## src/verilog/dgb_pkg.sv

```systemverilog
// shared constants for the deserializer gpio and back-channel block
// assumes the oscillator that paces the back channel is mclk at 20 MHz
package dgb_pkg;
   // ==========================================================
   // register offsets
   localparam logic [7:0] ADDR_GPIO9      = 8'h1a;
   localparam logic [7:0] ADDR_GPIO0      = 8'h1d;
   localparam logic [7:0] ADDR_GPIO12     = 8'h1e;
   localparam logic [7:0] ADDR_GPIO3      = 8'h1f;
   localparam logic [7:0] ADDR_REG56      = 8'h20;
   localparam logic [7:0] ADDR_REG78      = 8'h21;
   localparam logic [7:0] ADDR_BC_RATE    = 8'h23;
   localparam logic [7:0] ADDR_PORT_SEL   = 8'h34;
   localparam logic [7:0] ADDR_FAST_CTL   = 8'h43;
   localparam logic [7:0] ADDR_LEVELS_LO  = 8'h6e;
   localparam logic [7:0] ADDR_LEVELS_HI  = 8'h6f;
   // ==========================================================
   // field positions
   localparam int BC_RATE_SEL_BIT  = 6;
   localparam int BC_HIGH_RATE_BIT = 4;
   localparam int PORT_ONE_BIT     = 1;
   localparam int PORT_ZERO_BIT    = 0;
   // ==========================================================
   // reset values
   localparam logic [7:0] RST_CFG      = 8'h00;
   localparam logic [7:0] RST_PORT_SEL = 8'h01;
   localparam logic [7:0] RST_BC_RATE  = 8'h00;
   localparam logic [7:0] RST_FAST_CTL = 8'h00;
   // ==========================================================
   // pin configuration codes
   localparam logic [3:0] CODE_FWD_OUT    = 4'h5;
   localparam logic [3:0] CODE_INPUT      = 4'h3;
   localparam logic [3:0] CODE_DRIVE_LOW  = 4'h1;
   localparam logic [3:0] CODE_DRIVE_HIGH = 4'h9;
   // ==========================================================
   // fast channel sampling modes
   typedef enum logic [2:0] {
      FAST_NORMAL = 3'h0,
      FAST_PIN0   = 3'h1,
      FAST_PIN10  = 3'h2,
      FAST_FOUR   = 3'h3
   } dgb_fast_mode_t;
   localparam int SAMPLES_NORMAL = 1;
   localparam int SAMPLES_FOUR   = 6;
   localparam int SAMPLES_PIN10  = 10;
   localparam int SAMPLES_PIN0   = 15;
   // ==========================================================
   // back-channel timing
   localparam int OSC_MHZ         = 20;
   localparam int BC_SLOW_MBPS    = 5;
   localparam int BC_MID_MBPS     = 10;
   localparam int BC_FAST_MBPS    = 20;
   localparam logic [2:0] DIV_SLOW = 3'(OSC_MHZ / BC_SLOW_MBPS);
   localparam logic [2:0] DIV_MID  = 3'(OSC_MHZ / BC_MID_MBPS);
   localparam logic [2:0] DIV_FAST = 3'(OSC_MHZ / BC_FAST_MBPS);
   localparam int BC_FRAME_BITS   = 30;
   localparam logic [4:0] FRAME_LAST = 5'(BC_FRAME_BITS - 1);
   localparam logic [4:0] GAP_NORMAL = 5'(BC_FRAME_BITS / SAMPLES_NORMAL);
   localparam logic [4:0] GAP_FOUR   = 5'(BC_FRAME_BITS / SAMPLES_FOUR);
   localparam logic [4:0] GAP_PIN10  = 5'(BC_FRAME_BITS / SAMPLES_PIN10);
   localparam logic [4:0] GAP_PIN0   = 5'(BC_FRAME_BITS / SAMPLES_PIN0);
   localparam logic [1:0] STRAP_WAIT = 2'h2;
endpackage : dgb_pkg

```

## src/verilog/dgb_sync.sv

```systemverilog
// two-flop synchroniser for a bundle of unrelated levels
// assumes each bit is a slow level; bits are not kept coherent
`timescale 1ns/1ps
module dgb_sync #(
   parameter int W = 1
) (
   // clock and reset
   input  wire logic         clk,
   input  wire logic         reset_n,
   // levels
   input  wire logic [W-1:0] async_in,
   output logic      [W-1:0] sync_out
);
   logic [W-1:0] stage1;

   always_ff @(posedge clk) begin
      if (!reset_n) begin
         stage1   <= '0;
         sync_out <= '0;
      end else begin
         stage1   <= async_in;
         sync_out <= stage1;
      end
   end
endmodule : dgb_sync

```

## src/verilog/dgb_pad.sv

```systemverilog
// one gpio pin: decodes its 4-bit code into drive and sample
// assumes fwd_level is already synchronised to clk
`timescale 1ns/1ps
module dgb_pad #(
   parameter bit LINKED = 1'b1
) (
   // clock and reset
   input  wire logic       clk,
   input  wire logic       reset_n,
   // control
   input  wire logic       enable,
   input  wire logic [3:0] cfg,
   input  wire logic       fwd_level,
   // pin
   output logic            pin_out,
   output logic            pin_oe,
   // status
   output logic            is_input,
   output logic            is_local
);
   logic next_out;
   logic next_oe;

   always_comb begin
      next_out = 1'b0;
      next_oe  = 1'b0;
      is_input = 1'b0;
      is_local = 1'b1;
      if (cfg == dgb_pkg::CODE_DRIVE_LOW) begin
         next_oe  = enable;
      end else if (cfg == dgb_pkg::CODE_DRIVE_HIGH) begin
         next_out = enable;
         next_oe  = enable;
      end else if (cfg == dgb_pkg::CODE_INPUT) begin
         is_input = enable;
      end else if (LINKED && cfg == dgb_pkg::CODE_FWD_OUT) begin
         next_out = enable & fwd_level;
         next_oe  = enable;
      end else begin
         is_local = 1'b0;
      end
   end

   always_ff @(posedge clk) begin
      if (!reset_n) begin
         pin_out <= 1'b0;
         pin_oe  <= 1'b0;
      end else begin
         pin_out <= next_out;
         pin_oe  <= next_oe;
      end
   end
endmodule : dgb_pad

```

## src/verilog/dgb_ctrl.sv

```systemverilog
// deserializer gpio, fast gpio and back-channel sideband control
// assumes register accesses arrive decoded on mclk; pins and link
// signals are asynchronous and are synchronised here
`timescale 1ns/1ps
module dgb_ctrl (
   // clock and reset
   input  wire logic       mclk,
   input  wire logic       reset_n,
   // control pins
   input  wire logic       powerdown_n_pin,
   input  wire logic       remote_interrupt_input_n,
   input  wire logic       strap_config_pin_1,
   // link state and forward channel
   input  wire logic       link_clk,
   input  wire logic [3:0] fwd_gpio,
   input  wire logic [3:0] fwd_fast_gpio,
   input  wire logic       fwd_mode_18bit,
   input  wire logic       two_lane_mode,
   input  wire logic       compat_serializer,
   input  wire logic       int_forward_enable,
   // gpio pins
   input  wire logic [3:0] gpio_in,
   output logic      [3:0] gpio_out,
   output logic      [3:0] gpio_oe,
   input  wire logic [3:0] fast_gpio_in,
   output logic      [3:0] fast_gpio_out,
   output logic      [3:0] fast_gpio_oe,
   input  wire logic [3:0] reg_gpio_in,
   output logic      [3:0] reg_gpio_out,
   output logic      [3:0] reg_gpio_oe,
   input  wire logic       gpio9_in,
   output logic            gpio9_out,
   output logic            gpio9_oe,
   output logic      [3:0] i2s_in_gated,
   // register port
   input  wire logic [7:0] reg_addr,
   input  wire logic [7:0] reg_wdata,
   input  wire logic       reg_write,
   input  wire logic       reg_read,
   output logic      [7:0] reg_rdata,
   output logic            reg_rvalid,
   // back channel
   output logic            bc_bit_tick,
   output logic            bc_frame_start,
   output logic      [3:0] bc_gpio,
   output logic            bc_interrupt_n,
   output logic            fast_sample_valid,
   output logic      [3:0] fast_sample_data,
   // status
   output logic            color_mode_18bit,
   output logic            device_active
);
   // ==========================================================
   // input synchronisation
   logic       pd_n_s, intn_s, strap_s, lclk_s, m18_s;
   logic       two_lane_s, compat_s, int_fwd_s, g9_s;
   logic [3:0] gpio_s, fast_s, reg_s, fwd_s, ffwd_s;

   dgb_sync #(.W(29)) u_sync (
      .clk      (mclk),
      .reset_n  (reset_n),
      .async_in ({powerdown_n_pin, remote_interrupt_input_n,
                  strap_config_pin_1, link_clk, gpio_in, fast_gpio_in,
                  reg_gpio_in, gpio9_in, fwd_gpio, fwd_fast_gpio,
                  fwd_mode_18bit, two_lane_mode, compat_serializer,
                  int_forward_enable}),
      .sync_out ({pd_n_s, intn_s, strap_s, lclk_s, gpio_s, fast_s,
                  reg_s, g9_s, fwd_s, ffwd_s, m18_s, two_lane_s,
                  compat_s, int_fwd_s})
   );

   // ==========================================================
   // registers and link capture
   logic [7:0] cfg_bank [0:1][0:2];
   logic [7:0] next_bank [0:1][0:2];
   logic [7:0] gpio9_cfg, reg56_cfg, reg78_cfg, bc_rate, port_sel;
   logic [7:0] fast_ctl;
   logic [7:0] next_gpio9, next_reg56, next_reg78, next_bc_rate;
   logic [7:0] next_port_sel, next_fast_ctl, next_rdata;
   logic [1:0] strap_cnt, next_strap_cnt;
   logic       lclk_d;
   logic [3:0] fwd_q, ffwd_q, next_fwd_q, next_ffwd_q;
   logic       active;
   logic [1:0] dup_idx;
   logic       dup_hit;

   assign active = pd_n_s;

   always_comb begin
      dup_hit = 1'b1;
      dup_idx = 2'h0;
      if (reg_addr == dgb_pkg::ADDR_GPIO0) begin
         dup_idx = 2'h0;
      end else if (reg_addr == dgb_pkg::ADDR_GPIO12) begin
         dup_idx = 2'h1;
      end else if (reg_addr == dgb_pkg::ADDR_GPIO3) begin
         dup_idx = 2'h2;
      end else begin
         dup_hit = 1'b0;
      end
   end

   always_comb begin
      next_bank      = cfg_bank;
      next_gpio9     = gpio9_cfg;
      next_reg56     = reg56_cfg;
      next_reg78     = reg78_cfg;
      next_bc_rate   = bc_rate;
      next_port_sel  = port_sel;
      next_fast_ctl  = fast_ctl;
      next_strap_cnt = strap_cnt;
      next_fwd_q     = fwd_q;
      next_ffwd_q    = ffwd_q;
      if (lclk_s && !lclk_d) begin
         next_fwd_q  = fwd_s;
         next_ffwd_q = ffwd_s;
      end
      if (reg_write) begin
         if (dup_hit) begin
            // every selected port takes the write
            if (port_sel[dgb_pkg::PORT_ZERO_BIT]) begin
               next_bank[0][dup_idx] = reg_wdata;
            end
            if (port_sel[dgb_pkg::PORT_ONE_BIT]) begin
               next_bank[1][dup_idx] = reg_wdata;
            end
         end else if (reg_addr == dgb_pkg::ADDR_GPIO9) begin
            next_gpio9 = reg_wdata;
         end else if (reg_addr == dgb_pkg::ADDR_REG56) begin
            next_reg56 = reg_wdata;
         end else if (reg_addr == dgb_pkg::ADDR_REG78) begin
            next_reg78 = reg_wdata;
         end else if (reg_addr == dgb_pkg::ADDR_BC_RATE) begin
            next_bc_rate = reg_wdata;
         end else if (reg_addr == dgb_pkg::ADDR_PORT_SEL) begin
            next_port_sel = reg_wdata;
         end else if (reg_addr == dgb_pkg::ADDR_FAST_CTL) begin
            next_fast_ctl = reg_wdata;
         end
      end
      // strap is caught once its synchroniser has settled
      if (strap_cnt != 2'h3) begin
         next_strap_cnt = strap_cnt + 2'h1;
         if (strap_cnt == dgb_pkg::STRAP_WAIT && strap_s) begin
            next_bc_rate[dgb_pkg::BC_HIGH_RATE_BIT] = 1'b1;
         end
      end
   end

   always_comb begin
      next_rdata = 8'h00;
      if (dup_hit) begin
         // port one wins when both are selected
         if (port_sel[dgb_pkg::PORT_ONE_BIT]) begin
            next_rdata = cfg_bank[1][dup_idx];
         end else begin
            next_rdata = cfg_bank[0][dup_idx];
         end
      end else if (reg_addr == dgb_pkg::ADDR_GPIO9) begin
         next_rdata = gpio9_cfg;
      end else if (reg_addr == dgb_pkg::ADDR_REG56) begin
         next_rdata = reg56_cfg;
      end else if (reg_addr == dgb_pkg::ADDR_REG78) begin
         next_rdata = reg78_cfg;
      end else if (reg_addr == dgb_pkg::ADDR_BC_RATE) begin
         next_rdata = bc_rate;
      end else if (reg_addr == dgb_pkg::ADDR_PORT_SEL) begin
         next_rdata = port_sel;
      end else if (reg_addr == dgb_pkg::ADDR_FAST_CTL) begin
         next_rdata = fast_ctl;
      end else if (reg_addr == dgb_pkg::ADDR_LEVELS_LO) begin
         next_rdata = {reg_s[2:0], 1'b0,
                       port_sel[dgb_pkg::PORT_ONE_BIT] ? fast_s
                                                       : gpio_s};
      end else if (reg_addr == dgb_pkg::ADDR_LEVELS_HI) begin
         next_rdata = {6'h00, g9_s, reg_s[3]};
      end
   end

   always_ff @(posedge mclk) begin
      if (!reset_n) begin
         cfg_bank   <= '{default: dgb_pkg::RST_CFG};
         gpio9_cfg  <= dgb_pkg::RST_CFG;
         reg56_cfg  <= dgb_pkg::RST_CFG;
         reg78_cfg  <= dgb_pkg::RST_CFG;
         bc_rate    <= dgb_pkg::RST_BC_RATE;
         port_sel   <= dgb_pkg::RST_PORT_SEL;
         fast_ctl   <= dgb_pkg::RST_FAST_CTL;
         strap_cnt  <= 2'h0;
         lclk_d     <= 1'b0;
         fwd_q      <= 4'h0;
         ffwd_q     <= 4'h0;
         reg_rdata  <= 8'h00;
         reg_rvalid <= 1'b0;
      end else begin
         cfg_bank   <= next_bank;
         gpio9_cfg  <= next_gpio9;
         reg56_cfg  <= next_reg56;
         reg78_cfg  <= next_reg78;
         bc_rate    <= next_bc_rate;
         port_sel   <= next_port_sel;
         fast_ctl   <= next_fast_ctl;
         strap_cnt  <= next_strap_cnt;
         lclk_d     <= lclk_s;
         fwd_q      <= next_fwd_q;
         ffwd_q     <= next_ffwd_q;
         reg_rdata  <= reg_read ? next_rdata : 8'h00;
         reg_rvalid <= reg_read;
      end
   end

   // ==========================================================
   // pins
   logic [3:0] std_is_in, fast_is_in, reg_local;
   logic [15:0] reg_fields;
   logic       fast_en;

   assign fast_en = active & two_lane_s;
   assign reg_fields = {reg78_cfg, reg56_cfg};

   // same fields serve both pin sets through the port banks
   generate
      for (genvar i = 0; i < 4; i++) begin : g_link
         // pins 1 and 2 share the middle word
         localparam int WRD = (i == 0) ? 0 : (i == 3) ? 2 : 1;
         localparam int LSB = (i == 2) ? 4 : 0;
         logic [3:0] cfg0, cfg1;
         assign cfg0 = cfg_bank[0][WRD][LSB +: 4];
         assign cfg1 = cfg_bank[1][WRD][LSB +: 4];
         dgb_pad #(.LINKED(1'b1)) u_std (
            .clk       (mclk),
            .reset_n   (reset_n),
            .enable    (active),
            .cfg       (cfg0),
            .fwd_level (fwd_q[i]),
            .pin_out   (gpio_out[i]),
            .pin_oe    (gpio_oe[i]),
            .is_input  (std_is_in[i]),
            .is_local  ()
         );
         dgb_pad #(.LINKED(1'b1)) u_fast (
            .clk       (mclk),
            .reset_n   (reset_n),
            .enable    (fast_en),
            .cfg       (cfg1),
            .fwd_level (ffwd_q[i]),
            .pin_out   (fast_gpio_out[i]),
            .pin_oe    (fast_gpio_oe[i]),
            .is_input  (fast_is_in[i]),
            .is_local  ()
         );
         // register gpios never see forward data
         dgb_pad #(.LINKED(1'b0)) u_reg (
            .clk       (mclk),
            .reset_n   (reset_n),
            .enable    (active),
            .cfg       (reg_fields[4*i +: 4]),
            .fwd_level (1'b0),
            .pin_out   (reg_gpio_out[i]),
            .pin_oe    (reg_gpio_oe[i]),
            .is_input  (),
            .is_local  (reg_local[i])
         );
      end
   endgenerate

   dgb_pad #(.LINKED(1'b0)) u_g9 (
      .clk       (mclk),
      .reset_n   (reset_n),
      .enable    (active),
      .cfg       (gpio9_cfg[3:0]),
      .fwd_level (1'b0),
      .pin_out   (gpio9_out),
      .pin_oe    (gpio9_oe),
      .is_input  (),
      .is_local  ()
   );

   // ==========================================================
   // back channel pacing and sampling
   logic [2:0] div_sel;
   logic [1:0] div_cnt, next_div_cnt;
   logic [4:0] bit_cnt, next_bit_cnt, gap_cnt, next_gap_cnt, gap;
   logic [3:0] mask;
   logic       tick, mode_ok;

   always_comb begin
      if (compat_s) begin
         div_sel = dgb_pkg::DIV_SLOW;
      end else if (bc_rate[dgb_pkg::BC_HIGH_RATE_BIT]) begin
         div_sel = dgb_pkg::DIV_FAST;
      end else if (bc_rate[dgb_pkg::BC_RATE_SEL_BIT]) begin
         div_sel = dgb_pkg::DIV_MID;
      end else begin
         div_sel = dgb_pkg::DIV_SLOW;
      end
      mode_ok = 1'b1;
      case (dgb_pkg::dgb_fast_mode_t'(fast_ctl[2:0]))
         dgb_pkg::FAST_NORMAL: begin
            gap  = dgb_pkg::GAP_NORMAL;
            mask = 4'hf;
         end
         dgb_pkg::FAST_FOUR: begin
            gap  = dgb_pkg::GAP_FOUR;
            mask = 4'hf;
         end
         dgb_pkg::FAST_PIN10: begin
            gap  = dgb_pkg::GAP_PIN10;
            mask = 4'h3;
         end
         dgb_pkg::FAST_PIN0: begin
            gap  = dgb_pkg::GAP_PIN0;
            mask = 4'h1;
         end
         default: begin
            gap     = dgb_pkg::GAP_NORMAL;
            mask    = 4'h0;
            mode_ok = 1'b0;
         end
      endcase
      tick         = ({1'b0, div_cnt} + 3'h1) >= div_sel;
      next_div_cnt = tick ? 2'h0 : div_cnt + 2'h1;
      next_bit_cnt = bit_cnt;
      next_gap_cnt = gap_cnt;
      if (tick) begin
         next_bit_cnt = (bit_cnt == dgb_pkg::FRAME_LAST) ? 5'h00
                                                         : bit_cnt + 5'h01;
         next_gap_cnt = (gap_cnt + 5'h01 >= gap) ? 5'h00 : gap_cnt + 5'h01;
      end
   end

   always_ff @(posedge mclk) begin
      if (!reset_n || !active) begin
         div_cnt           <= 2'h0;
         bit_cnt           <= 5'h00;
         gap_cnt           <= 5'h00;
         bc_bit_tick       <= 1'b0;
         bc_frame_start    <= 1'b0;
         bc_gpio           <= 4'h0;
         bc_interrupt_n    <= 1'b1;
         fast_sample_valid <= 1'b0;
         fast_sample_data  <= 4'h0;
         i2s_in_gated      <= 4'h0;
         color_mode_18bit  <= 1'b0;
         device_active     <= reset_n & active;
      end else begin
         div_cnt        <= next_div_cnt;
         bit_cnt        <= next_bit_cnt;
         gap_cnt        <= next_gap_cnt;
         bc_bit_tick    <= tick;
         bc_frame_start <= tick && bit_cnt == 5'h00;
         if (tick && bit_cnt == 5'h00) begin
            // only standard pins set to input ride the frame
            bc_gpio <= gpio_s & std_is_in;
         end
         // level, not latch: far side waits for the pin to rise
         bc_interrupt_n <= !(int_fwd_s && !intn_s);
         fast_sample_valid <= tick && gap_cnt == 5'h00 && mode_ok
                              && fast_en;
         if (tick && gap_cnt == 5'h00) begin
            fast_sample_data <= fast_s & fast_is_in & mask;
         end
         i2s_in_gated     <= reg_s & ~reg_local;
         color_mode_18bit <= compat_s & m18_s;
         device_active    <= 1'b1;
      end
   end
endmodule : dgb_ctrl

```

## config.mk

```make
export PLATFORM = sky130hd
export DESIGN_NAME = dgb_ctrl
export DESIGN_NICKNAME = d
export VERILOG_FILES = /design/src/verilog/dgb_pkg.sv /design/src/verilog/dgb_sync.sv /design/src/verilog/dgb_pad.sv /design/src/verilog/dgb_ctrl.sv
export SDC_FILE = /design/constraint.sdc
export NUM_CORES = 1
export LEC_CHECK = 0
export BUFFER_PORTS_ARGS = -buffer_cell sky130_fd_sc_hd__buf_2
export CAP_MARGIN = 30
export CORE_MARGIN = 3
export CORE_UTILIZATION = 60
export DETAILED_ROUTE_END_ITERATION = 10
export GPL_ROUTABILITY_DRIVEN = 0
export HOLD_SLACK_MARGIN = 0.02
export PLACE_DENSITY = 0.81
export RECOVER_POWER = 100
export SLEW_MARGIN = 20
export SYNTH_ARGS = -nofsm -noshare
export SYNTH_HDL_FRONTEND = slang
export SYNTH_SLANG_ARGS = --single-unit
export TNS_END_PERCENT = 50
```

## constraint.sdc

```tcl
create_clock -name mclk -period 5.7 [get_ports mclk]
set_input_delay 1.14 -clock mclk [delete_from_list [all_inputs] [get_ports mclk]]
set_output_delay 1.14 -clock mclk [all_outputs]
set_load 0.1 [all_outputs]
```

==> impl_metrics.yaml, run 1 <==
global_route:
  grt_use_total: 0.262
  grt_max_degree: 95
  antenna_found_initial: 1
  grt.overflow.total: 0
  grt_pass1_vias: 6916
  grt_pass1_wl_um: 37300
place:
  port-buffer-count: 101
  hpwl_um: 16500
clock_network:
  clockRootBuffer: "clkbuf_16"
  cts_sinks: 230
  clk_pin_slew_worst_paths_ns: 0.06
  cts_tree: "built"
  cts_buffers: 23
  cts_setup_buffers: 0
  clock_path_buffers: 3
  h-tree-depth: 1
  ctsResizeCount: 0
  clk_latency_ns: 0.52
  holdBufCountCts: 0
route:
  antenna_left: 0
  wl_um: 24300
  wire_per_inst_um: 18.7
  vias: 7541
  post-route-drc-count: 0
  dr.pass1.iters: 5
  vias_per_cell: 5.81
  drtIter0Drc: 1082
final_layout:
  drive_gt1_frac: 0.104
  post-route-util: 0.693
  fillers: 1267
  nets: 1136
  syn_to_final_growth_pct: 10.6
  antenna_cells: 0
worst_setup_path:
  worstPathRequired_ns: 6.09
  startpoint: "reg_addr[0]"
  path_depth: 6
  cp-start-kind: "input pin"
  r2r_slack_ns: 3.03
  critical_path_class: "input pin to register"
  path_max_fanout: 37
  reg2reg_from: "u_sync.sync_out[28]$_SDFF_PN0_"
  cp_slowest_cell: "clkbuf_1"
  cp.arrival_ns: 4.64
  cp_num_buf_inv: 1
  endpoint: "fast_ctl[1]$_SDFFE_PN0P_"
  path_cells: "clkbuf_1 -> nand2_1 -> nor4_4 -> and3_1 -> mux2i_1 -> nor2b_1"
  crit_family: "simple AND/OR/NAND/NOR gates"
  reg2reg_to: "g_link[2].u_fast.pin_out$_SDFF_PP0_"
  end_kind: "register"
  cp_slowest_stage_delay_ns: 1.09
  r2r.worst_path.cells: 6
synth:
  synthTopCellsByArea: "dfxtp_1, mux2i_1, nand2_1, and2_1, nor2b_1"
  synth_edf_count: 0
  synth_ff_type: "dfxtp_1"
  synthDistinctLibCells: 66
  synth_area_sq_mm: 0.00974
  synth_commonest_cells: "dfxtp_1, nand2_1, mux2i_1"
  yosys.area.top_type: "dfxtp_1"
  syn_avg_cell_area_sq_um: 9.49
  ys_seq_area_frac: 0.473
  synth_nets: 1091
  ys_ff_latch: 230
  yosysMostFrequentCell: "dfxtp_1"
  synth_warnings: 0
  netlist.area_leader.share: 0.473
  async_reset_ff_frac: 0
  syn_inst: 1026
power_and_ir_drop:
  p_sw_frac: 0.214
  clock_power_share: 0.475
  powerDensity_mw_per_mm2: 317
  ir_drop_uv: 289
  p_sw_uw: 731
  seqPwrFrac: 0.482
  p_total_uw: 3420
  p_leak_uw: 0.00384
  p_int_uw: 2690
  comb_power_share: 0.044
timing:
  hold_violations: 0
  relSlewSlack: -1.22
  max_freq_mhz: 235
  setup_viol_count_final: 0
  tns_ns: 0
  timing.final.crit_share: 0.747
  worst_pin_slew_ns: 3.33
  grt_setup_unrepaired: "no"
  fin_skew_ns: 0.0170
  fin_crit_ns: 4.26
  report.final.slew_viol_count: 133
die:
  die_w_um: 133
  dieArea_sq_mm: 0.0178
  coreArea_sq_mm: 0.0155
  io_pins: 102
  initial_core_util: 0.627
  die_y_um: 133
  std_cell_rows: 45
outcome:
  status: "finished with violations"
  failed_checks: "capacitance limit, slew limit"
run:
  maxCapViolCount: 2
hold_path:
  hold_class: "register to register"
[layer usage]
metal  part of all wire  wire, um  vias up  global-route usage
li1                   -         -     3608                   -
met3               0.12      2850       82              0.0608
met1               0.43     10300     3452               0.378
met5            0.00054        13        -                   0
met4              0.033       812        2              0.0903
met2               0.42     10300      397               0.387
[through the flow]
| stage | setup WS [ns] | hold WS, ns | instances | cell area (sq um) |
|---|---|---|---|---|
| 3_5_place_dp | 1.85 | 0.390 | 1257 | 10100 |
| 3_3_place_gp | 1.90 | 0.410 | 1257 | 10100 |
| 5_1_grt | 1.19 | 0.438 | 1299 | 10800 |
| 2_1_floorplan | 2.97 | 0.365 | 1026 | 9740 |
| 4_1_cts | 2.39 | 0.411 | 1299 | 10900 |
| 6_report | 1.44 | 0.411 | 1299 | 10800 |
[worst reg2reg max path, cell delays in order (launching register included)]
cell       delay [ns]
dfxtp_1          0.33
nand2_1          0.07
clkbuf_1         0.89
inv_1            0.66
nand2_1          0.32
a2111oi_0        0.12
nor2b_1          0.15
[power groups by stage]
stage	clock network, uW	logic, uW	registers [uW]
after floorplan	0	93.7	1680
after global placement	0	143	1680
after detailed placement	0	145	1680
after CTS	1640	146	1650
after global routing	1700	160	1650
final	1620	149	1650
[logic make-up after synthesis]
group	count (synthesis)	synth area share
simple gates	390	0.225
xor+xnor	5	0.00450
mux	85	0.0916
compound gates	192	0.130
flops	230	0.473
buf+inv	108	0.0556
fa+ha+maj	16	0.0206
[cells in the final DEF (no fill, tap or decap), types with 6 or more instances in the layout]
| master | Yosys | routed |
|---|---|---|
| a21boi_0 | 42 | 47 |
| clkbuf_1 | 44 | 63 |
| mux2i_1 | 70 | 70 |
| nor2b_1 | 65 | 65 |
| nand4_1 | 7 | 7 |
| ha_1 | 16 | 16 |
| nand2_1 | 116 | 116 |
| a2111oi_0 | 9 | 9 |
| mux2_2 | 13 | 13 |
| inv_1 | 24 | 24 |
| nor2_1 | 36 | 38 |
| and2_0 | 2 | 26 |
| a221oi_1 | 6 | 6 |
| a21oi_1 | 41 | 41 |
| nor3_1 | 15 | 15 |
| clkbuf_16 | 0 | 23 |
| and3_1 | 9 | 9 |
| dfxtp_1 | 230 | 230 |
| buf_2 | 7 | 45 |
| and2_1 | 68 | 44 |
| o21ai_0 | 49 | 49 |
| nand3_1 | 22 | 24 |
| nand2b_1 | 8 | 8 |
[flip-flops by register name, summed over array words and instances, names as in the netlist, 4 cells and up]
| signal | flops |
|---|---|
| bc_gpio | 4 |
| bc_rate | 8 |
| bit_cnt | 5 |
| cfg_bank | 48 |
| fast_ctl | 8 |
| fast_sample_data | 4 |
| ffwd_q | 4 |
| fwd_q | 4 |
| g_link.u_fast.pin_oe | 4 |
| g_link.u_fast.pin_out | 4 |
| g_link.u_reg.pin_oe | 4 |
| g_link.u_reg.pin_out | 4 |
| g_link.u_std.pin_oe | 4 |
| g_link.u_std.pin_out | 4 |
| gap_cnt | 5 |
| gpio9_cfg | 8 |
| i2s_in_gated | 4 |
| port_sel | 8 |
| reg56_cfg | 8 |
| reg78_cfg | 8 |
| reg_rdata | 8 |
| u_sync.stage1 | 29 |
| u_sync.sync_out | 29 |
[worst min path at each step]
stage                                     end  cells after the start                           from
2_1_floorplan       bc_interrupt_n$_SDFF_PN1_                      1  u_sync.sync_out[0]$_SDFF_PN0_
3_3_place_gp        bc_interrupt_n$_SDFF_PN1_                      1  u_sync.sync_out[0]$_SDFF_PN0_
3_5_place_dp        bc_interrupt_n$_SDFF_PN1_                      1  u_sync.sync_out[0]$_SDFF_PN0_
4_1_cts             bc_interrupt_n$_SDFF_PN1_                      1  u_sync.sync_out[0]$_SDFF_PN0_
5_1_grt        u_sync.sync_out[19]$_SDFF_PN0_                      1   u_sync.stage1[19]$_SDFF_PN0_
6_report            bc_interrupt_n$_SDFF_PN1_                      1  u_sync.sync_out[0]$_SDFF_PN0_
[cell type report]
cell class,count,area [sq um],area share
inverters,24,90.1,0.00837
multi-input cells,688,4540,0.421
clock inverters,11,193,0.0179
flip-flops and latches,230,4600,0.428
clock buffers,31,626,0.0581
repair buffers,104,454,0.0422
well taps,211,264,0.0245
Power figures use the tool's default switching activity.
==> run 2: changes to the inputs <==
--- a/config.mk
+++ b/config.mk
@@ -8,11 +8,11 @@
 export BUFFER_PORTS_ARGS = -buffer_cell sky130_fd_sc_hd__buf_2
 export CAP_MARGIN = 30
 export CORE_MARGIN = 3
-export CORE_UTILIZATION = 60
+export CORE_UTILIZATION = 53
 export DETAILED_ROUTE_END_ITERATION = 10
 export GPL_ROUTABILITY_DRIVEN = 0
 export HOLD_SLACK_MARGIN = 0.02
-export PLACE_DENSITY = 0.81
+export PLACE_DENSITY = 0.76
 export RECOVER_POWER = 100
 export SLEW_MARGIN = 20
 export SYNTH_ARGS = -nofsm -noshare
==> constraint.sdc (replaced) <==
create_clock -name mclk -period 3.8 [get_ports mclk]
set_input_delay 0.76 -clock mclk [delete_from_list [all_inputs] [get_ports mclk]]
set_output_delay 0.76 -clock mclk [all_outputs]
set_load 0.1 [all_outputs]
==> impl_metrics.yaml, run 2 (synthesized netlist as in run 1, its figures left out) <==
hold_path:
  holdPathStages: 1
  hold_class: "register to register"
timing:
  hold_violations: 0
  worst_pin_slew_ns: 1.58
  setup_viol_count_final: 0
  report.final.slew_viol_count: 115
  fin_crit_ns: 3.05
  relSlewSlack: -0.0536
  max_freq_mhz: 328
  timing.final.crit_share: 0.803
  grt_setup_unrepaired: "no"
  setup_slack_ns: 0.749
  fin_skew_ns: 0.0111
  tns_ns: 0
place:
  hpwl_um: 17300
  place_ws_ns: 0.905
  port-buffer-count: 101
outcome:
  status: "finished with violations"
  failed_checks: "capacitance limit, slew limit"
power_and_ir_drop:
  p_leak_uw: 0.00387
  clock_power_share: 0.463
  seqPwrFrac: 0.492
  powerDensity_mw_per_mm2: 464
  ir_drop_uv: 321
  p_int_uw: 3900
  p_sw_uw: 1120
  p_sw_frac: 0.223
  comb_power_share: 0.044
global_route:
  grt.overflow.total: 0
  grt_pass1_vias: 7114
  grt_pass1_wl_um: 38800
  grt_use_total: 0.242
  antenna_found_initial: 1
  grt_max_degree: 115
clock_network:
  h-tree-depth: 1
  ctsResizeCount: 0
  cts_buffers: 24
  holdBufCountCts: 0
  cts_sinks: 230
  cts_tree: "built"
  clk_pin_slew_worst_paths_ns: 0.06
  clockRootBuffer: "clkbuf_16"
  clock_path_buffers: 3
  cts_setup_buffers: 0
  clk_latency_ns: 0.51
final_layout:
  post-route-util: 0.613
  layout_commonest_cell: "dfxtp_1"
  antenna_cells: 0
  regMostFlops: "cfg_bank"
  seqCellArea_sq_mm: 0.00460
  multiInputGateArea_sq_mm: 0.00454
  fillers: 1540
  final_cell_mix: "dfxtp_1, nand2_1, mux2i_1, nor2b_1, clkbuf_1"
  largest_reg_flops: 48
  largestRegisters: "cfg_bank (48), u_sync.stage1 (29), u_sync.sync_out (29)"
  nets: 1144
  drive_gt1_frac: 0.115
  syn_to_final_growth_pct: 11.1
worst_setup_path:
  end_kind: "register"
  worstPathRequired_ns: 4.23
  critical_path_class: "input pin to register"
  path_max_fanout: 19
  r2r.worst_path.cells: 8
  cp-start-kind: "input pin"
  cp.arrival_ns: 3.48
route:
  vias: 7562
  antenna_left: 0
  wire_per_inst_um: 18.7
  dr.pass1.iters: 6
  post-route-drc-count: 0
  drtIter0Drc: 742
  wl_um: 24800
  vias_per_cell: 5.72
die:
  std_cell_rows: 48
  io_pins: 102
  die_y_um: 142
  coreArea_sq_mm: 0.0177
  dieArea_sq_mm: 0.0200
  initial_core_util: 0.552
  die_w_um: 142
run:
  maxCapViolCount: 1
## run 2: cell count changes in the layout (fill, tap and decap cells not counted), sizes merged
| cell | before | now |
|---|---|---|
| buf | 47 | 52 |
| bufinv | 5 | 1 |
| clkbuf | 88 | 90 |
| clkinv | 3 | 8 |
| clkinvlp | 2 | 4 |
| inv | 25 | 24 |
## run 2: area by class of cell
class	instances	share of cell area
repair buffers	111	0.0460
multi-input cells	688	0.420
clock buffers	31	0.0645
inverters	24	0.00833
clock inverters	13	0.00994
well taps	225	0.0260
flip-flops and latches	230	0.426
## run 2: through the flow
stage / power (uW) / instance area [sq um] / hold WS [ns] / cells
after global placement: 2740 / 10200 / 0.394 / 1278
after detailed placement: 2750 / 10200 / 0.386 / 1278
after CTS: 5050 / 11000 / 0.409 / 1322
after global routing: 5180 / 10800 / 0.435 / 1322
after floorplan: 2660 / 9740 / 0.365 / 1026
final: 5020 / 10800 / 0.411 / 1322
## run 2: metal layers
metal,GRT usage,share of wire,wire length (um),vias up
met5,0,0.00073,18,-
met4,0.0773,0.037,917,2
met3,0.0593,0.097,2390,81
met2,0.369,0.43,10600,356
met1,0.339,0.44,10800,3498
li1,-,-,-,3625
## run 2: power groups by stage
| stage | Sequential [uW] | Clock, uW | Combinational (uW) |
|---|---|---|---|
| 6_report | 2470 | 2330 | 223 |
| 5_1_grt | 2470 | 2460 | 240 |
| 4_1_cts | 2470 | 2360 | 224 |
| 3_5_place_dp | 2520 | 0 | 223 |
| 3_3_place_gp | 2520 | 0 | 219 |
| 2_1_floorplan | 2520 | 0 | 140 |
## run 2: worst paths after layout
| check | start | end | slack, ns |
|---|---|---|---|
| worst min-delay path | u_sync.sync_out[0]$_SDFF_PN0_ | bc_interrupt_n$_SDFF_PN1_ | 0.41 |
| worst max register to register | bc_rate[4]$_SDFF_PN0_ | fast_sample_data[0]$_SDFFE_PN0P_ | 1.11 |
| worst min register to register | u_sync.sync_out[0]$_SDFF_PN0_ | bc_interrupt_n$_SDFF_PN1_ | 0.41 |
| worst max-delay path | reg_addr[4] | cfg_bank[32]$_SDFFE_PN0P_ | 0.75 |
## run 2: critical path, cell delays in order
cell and delay, ns:
clkbuf_1 0.30, nor4b_1 0.72, and2_0 0.61, nand3_4 0.31, nor2_1 0.50, nand2_1 0.10
a21boi_0 0.18
==> run 3: changes to the inputs <==
--- a/config.mk
+++ b/config.mk
@@ -8,11 +8,11 @@
 export BUFFER_PORTS_ARGS = -buffer_cell sky130_fd_sc_hd__buf_2
 export CAP_MARGIN = 30
 export CORE_MARGIN = 3
-export CORE_UTILIZATION = 53
+export CORE_UTILIZATION = 59
 export DETAILED_ROUTE_END_ITERATION = 10
 export GPL_ROUTABILITY_DRIVEN = 0
 export HOLD_SLACK_MARGIN = 0.02
-export PLACE_DENSITY = 0.76
+export PLACE_DENSITY = 0.8
 export RECOVER_POWER = 100
 export SLEW_MARGIN = 20
 export SYNTH_ARGS = -nofsm -noshare
==> constraint.sdc (replaced) <==
create_clock -name mclk -period 2.82 [get_ports mclk]
set_input_delay 0.564 -clock mclk [delete_from_list [all_inputs] [get_ports mclk]]
set_output_delay 0.564 -clock mclk [all_outputs]
set_load 0.1 [all_outputs]
==> impl_metrics.yaml, run 3 (synthesized netlist as in run 1, its figures left out) <==
outcome:
  status: "completed"
clock_network:
  clockRootBuffer: "clkbuf_16"
  clk_pin_slew_worst_paths_ns: 0.06
  cts_setup_buffers: 0
  cts_sinks: 230
  h-tree-depth: 1
  cts_buffers: 24
  cts_tree: "built"
  clock_path_buffers: 3
  ctsResizeCount: 0
  holdBufCountCts: 0
  clk_latency_ns: 0.51
final_layout:
  layout_commonest_cell: "dfxtp_1"
  nets: 1159
  regMostFlops: "cfg_bank"
  syn_to_final_growth_pct: 12.3
  antenna_cells: 0
  final_cell_mix: "dfxtp_1, nand2_1, mux2i_1, nor2b_1, clkbuf_1"
  largestRegisters: "cfg_bank (48), u_sync.stage1 (29), u_sync.sync_out (29)"
  largest_reg_flops: 48
  drive_gt1_frac: 0.122
global_route:
  antenna_found_initial: 0
  grt.overflow.total: 0
  grt_max_degree: 161
  grt_pass1_wl_um: 38000
  grt_pass1_vias: 7158
  grt_use_total: 0.263
route:
  vias: 7721
  antenna_left: 0
  post-route-drc-count: 0
  wl_um: 24700
  drtIter0Drc: 772
  dr.pass1.iters: 5
  wire_per_inst_um: 18.6
  vias_per_cell: 5.82
worst_setup_path:
  worstPathRequired_ns: 3.16
  cp.arrival_ns: 3.00
  end_kind: "register"
  cp-start-kind: "input pin"
  path_max_fanout: 23
  critical_path_class: "input pin to register"
die:
  coreArea_sq_mm: 0.0160
  io_pins: 102
  dieArea_sq_mm: 0.0181
  die_y_um: 134
  std_cell_rows: 46
  die_w_um: 134
  initial_core_util: 0.609
power_and_ir_drop:
  ir_drop_uv: 587
  p_total_uw: 6880
  p_leak_uw: 0.00396
  powerDensity_mw_per_mm2: 629
timing:
  relSlewSlack: 0.153
  max_freq_mhz: 375
  timing.final.crit_share: 0.944
  fin_skew_ns: 0.00690
  report.final.slew_viol_count: 0
  fin_crit_ns: 2.66
  setup_viol_count_final: 0
  tns_ns: 0
  worst_pin_slew_ns: 1.27
  grt_setup_unrepaired: "no"
  hold_violations: 0
place:
  hpwl_um: 16600
  port-buffer-count: 101
hold_path:
  hold_class: "input pin to register"
run:
  maxCapViolCount: 0
[run 3: metal layers]
layer	share of wire	global-route usage	up-vias	wire length, um
met5	0	0	-	0
met4	0.046	0.110	0	1120
met3	0.096	0.0566	90	2370
met2	0.44	0.399	381	10800
met1	0.42	0.368	3604	10400
li1	-	-	3646	-
[run 3: final cells by class]
| type | count | area, sq um |
|---|---|---|
| clock buffer | 32 | 692 |
| clock inverter | 10 | 139 |
| fill | 1327 | 5060 |
| inverter | 24 | 90.1 |
| multi-input combinational | 688 | 4540 |
| sequential | 230 | 4600 |
| tap | 216 | 270 |
| timing repair buffer | 126 | 608 |
[run 3: worst max-delay path: stages]
cell and delay (ns):
clkbuf_1 0.71, nand2_1 0.20, nor4_2 0.66, a221o_1 0.26
a221oi_1 0.10, a2111oi_1 0.51
[run 3: report_power, final]
part	leakage [uW]	internal [uW]	total (uW)	switching [uW]
Combinational	0.00169	112	305	193
Clock	0.000407	2000	3250	1250
Sequential	0.00187	3300	3330	26.6
Total	0.00396	5410	6880	1470
[run 3: final timing paths]
path                                       from                                to  slack (ns)  cells after the start
setup / recovery                    reg_addr[0]           reg_rdata[5]$_SDFF_PN0_        0.16                      6
hold / removal                      fwd_gpio[1]       u_sync.stage1[9]$_SDFF_PN0_        0.26                      2
setup reg to reg          div_cnt[0]$_SDFF_PP0_  fast_sample_data[0]$_SDFFE_PN0P_        0.30                      7
hold reg to reg   u_sync.sync_out[0]$_SDFF_PN0_         bc_interrupt_n$_SDFF_PN1_        0.39                      1
[run 3: metrics by stage]
step | instances | cell area, sq um | hold slack (ns) | setup slack, ns | util
floorplan | 1026 | 9740 | 0.365 | 0.670 | -
global placement | 1284 | 10300 | 0.369 | 0.249 | 0.642
detailed placement | 1284 | 10300 | 0.378 | 0.247 | 0.642
CTS | 1326 | 11100 | 0.249 | 0.324 | 0.694
global route | 1326 | 10900 | 0.254 | 0.0816 | 0.684
finish | 1326 | 10900 | 0.256 | 0.157 | 0.684
